==> src/shared/somsel_pkg.sv <==
// Package for the startup operating mode selector.
// Assumes a single clock domain and plain-port configuration inputs.
`default_nettype none

package somsel_pkg;

   typedef enum logic [1:0] {
      MODE_TERMINAL,
      MODE_PANEL,
      MODE_COMMS,
      MODE_COMBINED
   } somsel_mode_t;

   localparam logic [3:0] OPSEL_RESET = 4'h0;
   localparam logic [3:0] OPSEL_PANEL_FIXED = 4'h1;
   localparam logic [3:0] OPSEL_NO_PANEL = 4'h2;
   localparam logic [3:0] OPSEL_COMBINED_A = 4'h3;
   localparam logic [3:0] OPSEL_COMBINED_B = 4'h4;
   localparam logic [3:0] OPSEL_RUN_SWITCH = 4'h6;
   localparam logic [3:0] OPSEL_STOP_GATED = 4'h7;

   localparam logic [3:0] STSEL_RESET = 4'h0;
   localparam logic [3:0] STSEL_COMMS = 4'h1;
   localparam logic [3:0] STSEL_PANEL_COMMS = 4'hA;

   localparam logic [3:0] GROUP_READ_OPEN = 4'h0;

endpackage : somsel_pkg

`default_nettype wire

==> src/verilog/somsel_allow.sv <==
// Switching permission table for the operating mode selector.
// Assumes settings already captured; purely combinational.
`default_nettype none

module somsel_allow (
   // Settings
   input wire logic [3:0] opsel_in,
   input wire logic [3:0] stsel_in,
   input wire logic output_stop_input_in,
   // Permissions
   output logic panel_comms_pair_out,
   output logic comms_terminal_pair_out,
   output logic panel_terminal_pair_out,
   output logic run_switch_out,
   output logic force_terminal_out
);

   logic pc_start;

   assign pc_start = (stsel_in == somsel_pkg::STSEL_PANEL_COMMS);

   always_comb begin
      panel_comms_pair_out = 1'b0;
      comms_terminal_pair_out = 1'b0;
      panel_terminal_pair_out = 1'b0;
      run_switch_out = 1'b0;
      force_terminal_out = 1'b0;
      case (opsel_in)
         somsel_pkg::OPSEL_RESET: begin
            if (pc_start) begin
               panel_comms_pair_out = 1'b1;
            end else begin
               comms_terminal_pair_out = 1'b1;
               panel_terminal_pair_out = 1'b1;
            end
         end
         somsel_pkg::OPSEL_NO_PANEL: begin
            comms_terminal_pair_out = !pc_start;
         end
         somsel_pkg::OPSEL_RUN_SWITCH: begin
            run_switch_out = 1'b1;
            if (pc_start) begin
               panel_comms_pair_out = 1'b1;
            end else begin
               comms_terminal_pair_out = 1'b1;
               panel_terminal_pair_out = 1'b1;
            end
         end
         somsel_pkg::OPSEL_STOP_GATED: begin
            if (output_stop_input_in) begin
               comms_terminal_pair_out = 1'b1;
               panel_terminal_pair_out = 1'b1;
            end else begin
               force_terminal_out = 1'b1;
            end
         end
         default: begin
         end
      endcase
   end

endmodule : somsel_allow

`default_nettype wire

==> src/verilog/somsel_top.sv <==
// Startup operating mode selector: start mode, switch requests, settings.
// Assumes all inputs synchronous to ref_clk_in; switch inputs are levels,
// the panel mode key is a one-cycle pulse.
`default_nettype none

module somsel_top (
   // Clock and reset
   input wire logic ref_clk_in,
   input wire logic rst_b_in,
   // Setting writes
   input wire logic opsel_wr_in,
   input wire logic [3:0] opsel_wdata_in,
   input wire logic stsel_wr_in,
   input wire logic [3:0] stsel_wdata_in,
   input wire logic [3:0] user_group_read_selection_in,
   input wire logic comms_option_connected_in,
   // Drive state
   input wire logic motor_running_in,
   input wire logic start_command_in,
   // Switching inputs
   input wire logic output_stop_input_in,
   input wire logic comms_terminal_switch_input_in,
   input wire logic comms_terminal_assigned_in,
   input wire logic panel_comms_switch_input_in,
   input wire logic panel_comms_assigned_in,
   input wire logic panel_terminal_switch_input_in,
   input wire logic panel_terminal_assigned_in,
   input wire logic panel_mode_key_in,
   // Status
   output logic [1:0] mode_out,
   output logic [3:0] operating_mode_selection_out,
   output logic [3:0] startup_mode_selection_out,
   output logic write_rejected_out
);

   // ----------------------------------------------------------------
   // Settings
   // ----------------------------------------------------------------

   logic [3:0] opsel;
   logic [3:0] stsel;
   logic stopped;
   logic stsel_ok;
   logic init_pending;
   logic opsel_take;
   logic stsel_take;
   logic opsel_refuse;
   logic stsel_refuse;

   assign stopped = !motor_running_in || !start_command_in;
   assign stsel_ok = (user_group_read_selection_in ==
                      somsel_pkg::GROUP_READ_OPEN) ||
                     comms_option_connected_in;

   // A refused write leaves the setting as it was and raises the reject
   // flag for one cycle, so a write made while running is visible.
   assign opsel_take = opsel_wr_in && stopped;
   assign stsel_take = stsel_wr_in && stopped && stsel_ok;
   assign opsel_refuse = opsel_wr_in && !opsel_take;
   assign stsel_refuse = stsel_wr_in && !stsel_take;

   always_ff @(posedge ref_clk_in or negedge rst_b_in) begin
      if (!rst_b_in) begin
         opsel <= somsel_pkg::OPSEL_RESET;
      end else if (opsel_take) begin
         opsel <= opsel_wdata_in;
      end
   end

   always_ff @(posedge ref_clk_in or negedge rst_b_in) begin
      if (!rst_b_in) begin
         stsel <= somsel_pkg::STSEL_RESET;
      end else if (stsel_take) begin
         stsel <= stsel_wdata_in;
      end
   end

   always_ff @(posedge ref_clk_in or negedge rst_b_in) begin
      if (!rst_b_in) begin
         write_rejected_out <= 1'b0;
      end else begin
         write_rejected_out <= opsel_refuse || stsel_refuse;
      end
   end

   // ----------------------------------------------------------------
   // Permissions
   // ----------------------------------------------------------------

   logic pc_pair;
   logic ct_pair;
   logic pt_pair;
   logic run_switch;
   logic force_terminal;

   somsel_allow u_allow (
      .opsel_in(opsel),
      .stsel_in(stsel),
      .output_stop_input_in(output_stop_input_in),
      .panel_comms_pair_out(pc_pair),
      .comms_terminal_pair_out(ct_pair),
      .panel_terminal_pair_out(pt_pair),
      .run_switch_out(run_switch),
      .force_terminal_out(force_terminal)
   );

   // ----------------------------------------------------------------
   // Startup setting decode
   // ----------------------------------------------------------------

   // Startup setting 1 asks for comms on every selection that can run
   // in comms; setting 10 does so on selections 0, 2 and 6 but not on selection 7.
   logic st_comms;
   logic st_pair;

   assign st_comms = (stsel == somsel_pkg::STSEL_COMMS);
   assign st_pair = (stsel == somsel_pkg::STSEL_PANEL_COMMS);

   // ----------------------------------------------------------------
   // Startup mode
   // ----------------------------------------------------------------

   // Fixed panel and combined selections ignore the startup setting,
   // which only steers the selections that can reach comms.
   somsel_pkg::somsel_mode_t start_mode;

   always_comb begin
      start_mode = somsel_pkg::MODE_TERMINAL;
      case (opsel)
         somsel_pkg::OPSEL_PANEL_FIXED: begin
            start_mode = somsel_pkg::MODE_PANEL;
         end
         somsel_pkg::OPSEL_COMBINED_A, somsel_pkg::OPSEL_COMBINED_B: begin
            start_mode = somsel_pkg::MODE_COMBINED;
         end
         somsel_pkg::OPSEL_RESET, somsel_pkg::OPSEL_NO_PANEL,
         somsel_pkg::OPSEL_RUN_SWITCH: begin
            if (st_comms || st_pair) begin
               start_mode = somsel_pkg::MODE_COMMS;
            end
         end
         somsel_pkg::OPSEL_STOP_GATED: begin
            // Startup setting 10 falls back to terminal here.
            if (st_comms && output_stop_input_in) begin
               start_mode = somsel_pkg::MODE_COMMS;
            end
         end
         default: begin
         end
      endcase
   end

   // ----------------------------------------------------------------
   // Switch permission while running
   // ----------------------------------------------------------------

   somsel_pkg::somsel_mode_t mode;
   somsel_pkg::somsel_mode_t next_mode;
   logic can_switch;

   // Under selection 6 switching proceeds with the motor running.
   assign can_switch = stopped || run_switch;

   // ----------------------------------------------------------------
   // Stop input
   // ----------------------------------------------------------------

   logic stop_claim;
   somsel_pkg::somsel_mode_t stop_mode;

   // Selection 7 with the stop input off pins terminal mode above every
   // switch input.
   assign stop_claim = force_terminal;
   assign stop_mode = somsel_pkg::MODE_TERMINAL;

   // ----------------------------------------------------------------
   // Comms/terminal input
   // ----------------------------------------------------------------

   // Each source says whether it claims the mode this cycle and which
   // mode it asks for; a claim that cannot move holds the mode, so a
   // weaker source never overrides a stronger one that refused.
   logic ct_claim;
   somsel_pkg::somsel_mode_t ct_mode;

   always_comb begin
      ct_claim = ct_pair && comms_terminal_assigned_in;
      ct_mode = mode;
      if (comms_terminal_switch_input_in) begin
         // Panel to comms directly is never a legal step on this input.
         if (can_switch && mode != somsel_pkg::MODE_PANEL) begin
            ct_mode = somsel_pkg::MODE_COMMS;
         end
      end else if (pt_pair && panel_terminal_assigned_in &&
                   !panel_terminal_switch_input_in &&
                   mode != somsel_pkg::MODE_COMMS) begin
         ct_mode = somsel_pkg::MODE_PANEL;
      end else begin
         ct_mode = somsel_pkg::MODE_TERMINAL;
      end
   end

   // ----------------------------------------------------------------
   // Panel/comms input
   // ----------------------------------------------------------------

   logic pc_claim;
   somsel_pkg::somsel_mode_t pc_mode;

   // Both moves wait for a stop unless selection 6 lets the motor run.
   always_comb begin
      pc_claim = pc_pair && panel_comms_assigned_in;
      pc_mode = mode;
      if (can_switch) begin
         if (panel_comms_switch_input_in) begin
            pc_mode = somsel_pkg::MODE_PANEL;
         end else begin
            pc_mode = somsel_pkg::MODE_COMMS;
         end
      end
   end

   // ----------------------------------------------------------------
   // Panel mode key
   // ----------------------------------------------------------------

   logic key_claim;
   somsel_pkg::somsel_mode_t key_mode;

   always_comb begin
      key_claim = pc_pair && panel_mode_key_in && can_switch;
      key_mode = mode;
      // The key toggles, so it only acts between the two pair modes.
      if (mode == somsel_pkg::MODE_PANEL) begin
         key_mode = somsel_pkg::MODE_COMMS;
      end else if (mode == somsel_pkg::MODE_COMMS) begin
         key_mode = somsel_pkg::MODE_PANEL;
      end
   end

   // ----------------------------------------------------------------
   // Panel/terminal input
   // ----------------------------------------------------------------

   logic pt_claim;
   somsel_pkg::somsel_mode_t pt_mode;

   always_comb begin
      pt_claim = pt_pair && panel_terminal_assigned_in;
      pt_mode = mode;
      // Panel and comms are never swapped directly on this path.
      if (mode != somsel_pkg::MODE_COMMS) begin
         pt_mode = panel_terminal_switch_input_in ?
                   somsel_pkg::MODE_TERMINAL :
                   somsel_pkg::MODE_PANEL;
      end
   end

   // ----------------------------------------------------------------
   // Priority resolution, strongest first
   // ----------------------------------------------------------------

   // The startup setting has the lowest weight: it only acts through
   // the start mode and the pair permissions.
   always_comb begin
      next_mode = mode;
      if (stop_claim) begin
         next_mode = stop_mode;
      end else if (ct_claim) begin
         next_mode = ct_mode;
      end else if (pc_claim) begin
         next_mode = pc_mode;
      end else if (key_claim) begin
         next_mode = key_mode;
      end else if (pt_claim) begin
         next_mode = pt_mode;
      end
   end

   // ----------------------------------------------------------------
   // Init edge
   // ----------------------------------------------------------------

   always_ff @(posedge ref_clk_in or negedge rst_b_in) begin
      if (!rst_b_in) begin
         init_pending <= 1'b1;
      end else begin
         init_pending <= 1'b0;
      end
   end

   // ----------------------------------------------------------------
   // Held mode
   // ----------------------------------------------------------------

   // The first edge after release loads the startup mode, so the stop
   // input is sampled by the clock rather than by the reset itself.
   always_ff @(posedge ref_clk_in or negedge rst_b_in) begin
      if (!rst_b_in) begin
         mode <= somsel_pkg::MODE_TERMINAL;
      end else if (init_pending) begin
         mode <= start_mode;
      end else begin
         mode <= next_mode;
      end
   end

   // ----------------------------------------------------------------
   // Status
   // ----------------------------------------------------------------

   // Mode and settings come straight from their flip-flops, so every
   // consumer sees one consistent mode.
   assign mode_out = mode;
   assign operating_mode_selection_out = opsel;
   assign startup_mode_selection_out = stsel;

endmodule : somsel_top

`default_nettype wire

==> config.mk <==
export PLATFORM = sky130hd
export DESIGN_NAME = somsel_top
export DESIGN_NICKNAME = d
export VERILOG_FILES = /design/src/shared/somsel_pkg.sv /design/src/verilog/somsel_allow.sv /design/src/verilog/somsel_top.sv
export SDC_FILE = /design/constraint.sdc
export NUM_CORES = 1
export LEC_CHECK = 0
export BUFFER_PORTS_ARGS = -buffer_cell sky130_fd_sc_hd__buf_2
export CAP_MARGIN = 20
export CELL_PAD_IN_SITES_DETAIL_PLACEMENT = 1
export CELL_PAD_IN_SITES_GLOBAL_PLACEMENT = 2
export CORE_MARGIN = 2
export CORE_UTILIZATION = 28
export CTS_CLUSTER_DIAMETER = 80
export DETAILED_ROUTE_END_ITERATION = 10
export GPL_ROUTABILITY_DRIVEN = 0
export PLACE_DENSITY_LB_ADDON = 0.1
export SYNTH_ARGS = -nofsm -noshare
export SYNTH_HDL_FRONTEND = slang
export SYNTH_HIERARCHICAL = 1
export SYNTH_SLANG_ARGS = --single-unit
==> constraint.sdc <==
create_clock -name ref_clk_in -period 4.9 [get_ports ref_clk_in]
set_clock_uncertainty 0.1 [all_clocks]
set_input_delay 0.49 -clock ref_clk_in [delete_from_list [all_inputs] [get_ports ref_clk_in]]
set_output_delay 0.49 -clock ref_clk_in [all_outputs]
set_load 0.05 [all_outputs]
==> results of run 1 <==
-- power breakdown --
group	internal [W]	switching (W)	total, W	leakage (nW)
clock	0.0000452	0.0000349	0.0000801	0.0210
sequential	0.000115	0.0000250	0.000140	0.142
combinational	0.0000569	0.0000949	0.000152	0.341
-- critical path, cell delays in order (launching register included) --
cell       delay [ns]
dfrtp_1          0.49
xor2_1           0.22
nor4_1           0.48
o21ai_0          0.20
a31oi_1          0.32
a2bb2oi_1        0.20
o41ai_1          0.08
mux2_4           0.27
-- layout by cell type (no fill, tap or decap), types with 3 or more instances in the layout --
cell      synthesis  routed
a21oi_1           3       3
buf_2             0      37
clkbuf_4          0       3
dfrtp_1          11      11
mux2_2            9       9
nand2_1           5       5
nand2b_1          4       4
nor2_1            6       6
nor3_1            3       3
nor4_1            3       3
o211ai_1          3       3
-- synth_stat cells, types with 2 or more instances --
cell type	number
inv_1	2
o211ai_1	3
nand2_1	5
nor2b_1	2
o21ai_0	2
nor3_1	3
nor2_1	6
nand2b_1	4
nand4_1	2
mux2_2	9
nor4_1	3
a31oi_1	2
dfrtp_1	11
a21oi_1	3
-- flip-flops by register name, indices dropped and copies added (netlist names) --
name,cells
operating_mode_selection_out,4
mode_out,2
init_pending,1
write_rejected_out,1
startup_mode_selection_out,4
-- stage by stage --
step | instance area, µm² | util, %
finish | 1100 | 39.5
global route | 1100 | 39.5
CTS | 1100 | 39.5
detailed placement | 1050 | 37.8
global placement | 1050 | 37.8
floorplan | 827 | -
-- worst max-delay path by stage --
stage | start | to | depth (start not counted)
2_1_floorplan | startup_mode_selection_out[2]$_DFFE_PN0P_ | mode_out[0]$_DFFE_PN0P_ | 7
3_3_place_gp | startup_mode_selection_out[2]$_DFFE_PN0P_ | mode_out[0]$_DFFE_PN0P_ | 7
3_5_place_dp | startup_mode_selection_out[2]$_DFFE_PN0P_ | mode_out[0]$_DFFE_PN0P_ | 7
4_1_cts | startup_mode_selection_out[2]$_DFFE_PN0P_ | mode_out[0]$_DFFE_PN0P_ | 7
5_1_grt | startup_mode_selection_out[0]$_DFFE_PN0P_ | mode_out[0]$_DFFE_PN0P_ | 7
6_report | operating_mode_selection_out[1]$_DFFE_PN0P_ | mode_out[0]$_DFFE_PN0P_ | 7
-- area by class of cell --
class / count / area share, %
Multi-Input combinational cell: 69 / 47.2
Tap cell: 31 / 3.53
Inverter: 2 / 0.684
Clock buffer: 4 / 3.31
Timing Repair Buffer: 38 / 17.8
Sequential cell: 12 / 27.5
-- layer usage --
layer	track usage, %	up-vias	routed length (µm)
li1	-	408	-
met5	0	-	0
met4	3.99	0	11
met1	22.4	385	1040
met3	2.86	2	133
met2	24.2	24	1030
-- kinds of logic (layout without fill, tap and decap cells) --
| logic type | count (synthesis) | count (layout) | share of synthesized area [%] |
|---|---|---|---|
| and+or+nand+nor | 35 | 35 | 26.9 |
| DFF | 12 | 12 | 36.5 |
| other | 1 | 1 | 0.453 |
| muxes | 10 | 10 | 14.1 |
| xor gates and xnor gates | 1 | 1 | 1.06 |
| AOI/OAI and AO/OA | 22 | 22 | 20.1 |
| buffers and inverters | 2 | 44 | 0.908 |
-- what timing repair did --
action,in CTS,in global routing
hold buffers,1,0
hold endpoints to repair,11,0
endpoints found under the setup margin,0,0
==> flow_metrics.py, run 1 <==
metrics = {
    "floorplanning": {
        "die_w_um": 58.4,
        "fp-row-count": 19,
        "die_area_um2": 3400,
        "coreArea_um2": 2780,
        "die_y_um": 58.4,
        "io_pins": 38,
        "start_util_pct": 29.7,
    },
    "yosys": {
        "synthesis.area_um2": 827,
        "synth_ff_type": "dfrtp_1",
        "yosys_warnings": 6,
        "synth-seq-cells": 12,
        "seq_area_frac_synth_pct": 36.5,
        "syn_nets": 110,
        "ys_top_cells_by_area": "dfrtp_1 (33%), mux2_2 (12%), nand4bb_4 (3.3%)",
        "syn_inst": 83,
        "yosys.area.top_type_share_pct": 33.3,
        "async_flop_share_pct": 100,
        "synth_edf_count": 0,
        "synth_top_area_cell": "dfrtp_1",
        "syn_avg_cell_area_um2": 9.96,
        "yosysUniqueCellTypes": 40,
    },
    "place": {
        "place_hpwl_um": 1930,
        "io_buffers": 37,
        "place_inst": 151,
        "place_ws_ns": 2.41,
    },
    "timing": {
        "finalCritPeriodShare_pct": 50.3,
        "whs_ns": 0.340,
        "finalSetupViolCount": 0,
        "hold_viol_final": 0,
        "rsz0062_at_grt": "false",
        "max_freq_mhz": 405,
        "timing.final.ws_setup_ns": 2.43,
        "tns_ns": 0,
        "worstMarginPinSlew_ns": 0.601,
        "drv_slew": 0,
        "slew-limit-headroom_pct": 59.6,
        "fin_crit_ns": 2.47,
    },
    "clock_network": {
        "clkTransAtPathRegs_ns": 0.08,
        "cts_tree": "done",
        "cts_root_buf": "clkbuf_4",
        "post_cts_buffers": 0,
        "clk_latency_ns": 0.28,
        "cts_resized": 0,
        "cts_buffers": 3,
        "cts.path.max_buffers": 2,
        "clkSinkCount": 12,
        "ctsHtreeMaxLevel": 1,
    },
    "setup_path": {
        "rrSetupSlack_ns": 2.43,
        "r2r_cells": 7,
        "arrival_ns": 2.53,
        "cp-end-kind": "flip-flop",
        "regToRegStartpoint": "operating_mode_selection_out[1]$_DFFE_PN0P_",
        "worstSetupPathType": "reg -> reg",
        "crit_fanout": 9,
        "required_ns": 4.97,
        "reg2reg_to": "mode_out[0]$_DFFE_PN0P_",
        "start_kind": "flip-flop",
    },
    "finish": {
        "area_growth_pct": 32.7,
        "seq_area_um2": 302,
        "finalNetCount": 153,
        "drive_above_1_share_pct": 46.4,
        "fin_cells": 156,
        "antennaDiodeCount": 0,
        "multiInputGateArea_um2": 518,
        "fillers": 324,
    },
    "global_route": {
        "grt_pass1_wl_um": 4060,
        "grt_overflow_total": 0,
        "grt_max_degree": 13,
        "track_usage_pct": 15.6,
        "grt_pass1_vias": 889,
        "antenna_found_initial": 0,
    },
    "pwr": {
        "power.total_w": 0.000371,
        "p_per_area_nw_per_um2": 339,
        "power_leakage_nw": 0.504,
        "ir_worst_vdd_mv": 0.178,
    },
    "run": {
        "cap_violations": 0,
    },
    "run_status": {
        "outcome": "complete, no violations",
    },
    "route": {
        "first_pass_iters": 5,
        "routed_wl_um": 2220,
        "viasPerCell": 5.25,
        "via_count": 819,
        "post_drt_wl_per_cell_um": 14.2,
        "drc": 0,
        "detail_route.iter0.violations": 10,
        "ant_nets": 0,
    },
    "hold_path": {
        "worstHoldEndpoint": "operating_mode_selection_out[0]$_DFFE_PN0P_",
        "min_from": "opsel_wdata_in[0]",
        "hold_class": "in -> reg",
        "hold_depth": 2,
    },
}
Note: power is estimated with default switching activity, not from simulation.
==> run 2, diff against run 1 <==
Settings changed: CORE_UTILIZATION 28 to 23.
Clock period 4.9 ns to 2.2 ns, I/O delays scaled along.
==> run 2 against run 1 <==
Against the previous run: power grew 120%; worst hold slack lost 0.26 ns; critical path depth grew 1; combinational power grew to 2.5 times the previous value; design area grew 7.8%; critical endpoint unchanged; highest routed layer unchanged.
==> flow_metrics.py, run 2 (synthesized netlist as in run 1, its figures left out) <==
metrics = {
    "finish": {
        "finalNetCount": 159,
        "drive_above_1_share_pct": 55.0,
        "utilization_pct": 34.9,
        "antennaDiodeCount": 0,
        "multiInputGateArea_um2": 541,
        "fillers": 423,
        "final_common_cell": "buf_2",
        "area_growth_pct": 43.0,
        "seq_area_um2": 310,
        "final_cell_mix": "buf_2 (37), mux2_2 (9), dfrtp_2 (7), nor2_1 (6), buf_4 (6)",
    },
    "clock_network": {
        "post_cts_buffers": 0,
        "cts_buffers": 3,
        "cts_root_buf": "clkbuf_4",
        "clkTransAtPathRegs_ns": 0.08,
        "ctsHtreeMaxLevel": 1,
        "clk_latency_ns": 0.27,
        "clkSinkCount": 12,
        "cts.path.max_buffers": 2,
        "cts_tree": "done",
    },
    "floorplanning": {
        "die_w_um": 64.0,
        "coreArea_um2": 3390,
        "io_pins": 38,
        "die_y_um": 64.0,
        "start_util_pct": 24.4,
        "die_area_um2": 4090,
        "fp-row-count": 21,
    },
    "pwr": {
        "power_leakage_nw": 0.525,
        "clockPowerShare_pct": 16.6,
        "p_sw_share_pct": 42.7,
        "intPower_w": 0.000475,
        "pwr-share-comb_pct": 46.3,
        "switchingPower_w": 0.000354,
        "seqPwrFrac_pct": 37.1,
        "p_per_area_nw_per_um2": 701,
        "ir_worst_vdd_mv": 0.346,
    },
    "setup_path": {
        "cp-end-kind": "flip-flop",
        "path_buf_inv": 1,
        "slowest_delay_ns": 0.49,
        "critPathTopFamily": "compound AO/OA/AOI/OAI gates",
        "required_ns": 2.24,
        "slowest_stage": "dfrtp_2",
        "start_kind": "flip-flop",
        "path_cells": "inv_1 > o211ai_1 > a21oi_1 > and2_1 > nand3_1 > a21o_2 > o31a_1 > mux2_4",
        "worstSetupPathType": "reg -> reg",
        "arrival_ns": 2.17,
        "crit_fanout": 10,
    },
    "route": {
        "viasPerCell": 4.72,
        "routed_wl_um": 2480,
        "ant_nets": 0,
        "first_pass_iters": 4,
        "detail_route.iter0.violations": 42,
        "drc": 0,
        "post_drt_wl_per_cell_um": 14.0,
        "via_count": 835,
    },
    "global_route": {
        "grt_pass1_vias": 914,
        "grt_pass1_wl_um": 4330,
        "grt_max_degree": 13,
        "antenna_found_initial": 0,
        "track_usage_pct": 13.5,
        "grt_overflow_total": 0,
    },
    "timing": {
        "max_freq_mhz": 471,
        "timing.final.ws_setup_ns": 0.0771,
        "finalSetupViolCount": 0,
        "finalCritPeriodShare_pct": 96.5,
        "rsz0062_at_grt": "true",
        "hold_viol_final": 0,
        "drv_slew": 0,
        "fin_crit_ns": 2.12,
    },
    "place": {
        "place_ws_ns": 0.0742,
        "place_hpwl_um": 2140,
        "io_buffers": 37,
    },
    "run": {
        "cap_violations": 0,
    },
    "hold_path": {
        "hold_class": "in -> reg",
    },
    "run_status": {
        "outcome": "complete, no violations",
    },
}
run 2: final timing paths:
| path | from | endpoint | slack [ns] | cells past startpoint |
|---|---|---|---|---|
| min in group asynchronous | rst_b_in | startup_mode_selection_out[1]$_DFFE_PN0P_ | 0.25 | 2 |
| min | stsel_wdata_in[1] | startup_mode_selection_out[1]$_DFFE_PN0P_ | 0.08 | 2 |
| max reg2reg | operating_mode_selection_out[0]$_DFFE_PN0P_ | mode_out[0]$_DFFE_PN0P_ | 0.08 | 8 |
| min reg2reg | mode_out[1]$_DFFE_PN0P_ | mode_out[1]$_DFFE_PN0P_ | 0.44 | 1 |
| max in group asynchronous | rst_b_in | init_pending$_DFF_PN1_ | 1.46 | 2 |
| max | operating_mode_selection_out[0]$_DFFE_PN0P_ | mode_out[0]$_DFFE_PN0P_ | 0.08 | 8 |
run 2: worst register-to-register path: stages, from the launching register on:
cell	delay, ns
dfrtp_2	0.49
inv_1	0.13
o211ai_1	0.09
a21oi_1	0.19
and2_1	0.21
nand3_1	0.14
a21o_2	0.21
o31a_1	0.13
mux2_4	0.31
run 2: cell type report:
| cell class | instances | area share (%) |
|---|---|---|
| clock buffers | 4 | 2.22 |
| flip-flops and latches | 12 | 26.2 |
| well taps | 46 | 4.87 |
| multi-input cells | 69 | 45.7 |
| inverters | 2 | 0.635 |
| repair buffers | 44 | 20.3 |
run 2: power groups by stage:
stage,registers [W],logic (W),clock network (W)
final,0.000308,0.000383,0.000138
after global routing,0.000317,0.000413,0.000161
after CTS,0.000307,0.000386,0.000149
after detailed placement,0.000312,0.000383,0
after global placement,0.000308,0.000380,0
after floorplan,0.000429,0.000135,0
run 2: what timing repair did:
action	4_1_cts	5_1_grt
hold endpoints to repair	12	0
setup endpoints to repair	0	2
hold buffers	1	0
resized for setup	0	1
run 2: routing by layer:
metal	global-route usage [%]	wire [µm]	up-vias
li1	-	-	416
met1	19.4	1250	390
met2	20.1	1070	27
met3	1.94	140	2
met4	5.71	18	0
met5	0	0	-
run 2: metrics by stage:
step | area (µm²) | cells | TNS, ns | hold WS (ns) | total power, W
floorplan | 851 | 83 | 0 | -0.176 | 0.000564
global placement | 1140 | 172 | 0 | 0.0164 | 0.000688
detailed placement | 1140 | 172 | 0 | 0.0199 | 0.000695
CTS | 1170 | 177 | 0 | 0.0688 | 0.000842
global route | 1180 | 177 | -0.0976 | 0.0720 | 0.000891
finish | 1180 | 177 | 0 | 0.0794 | 0.000829
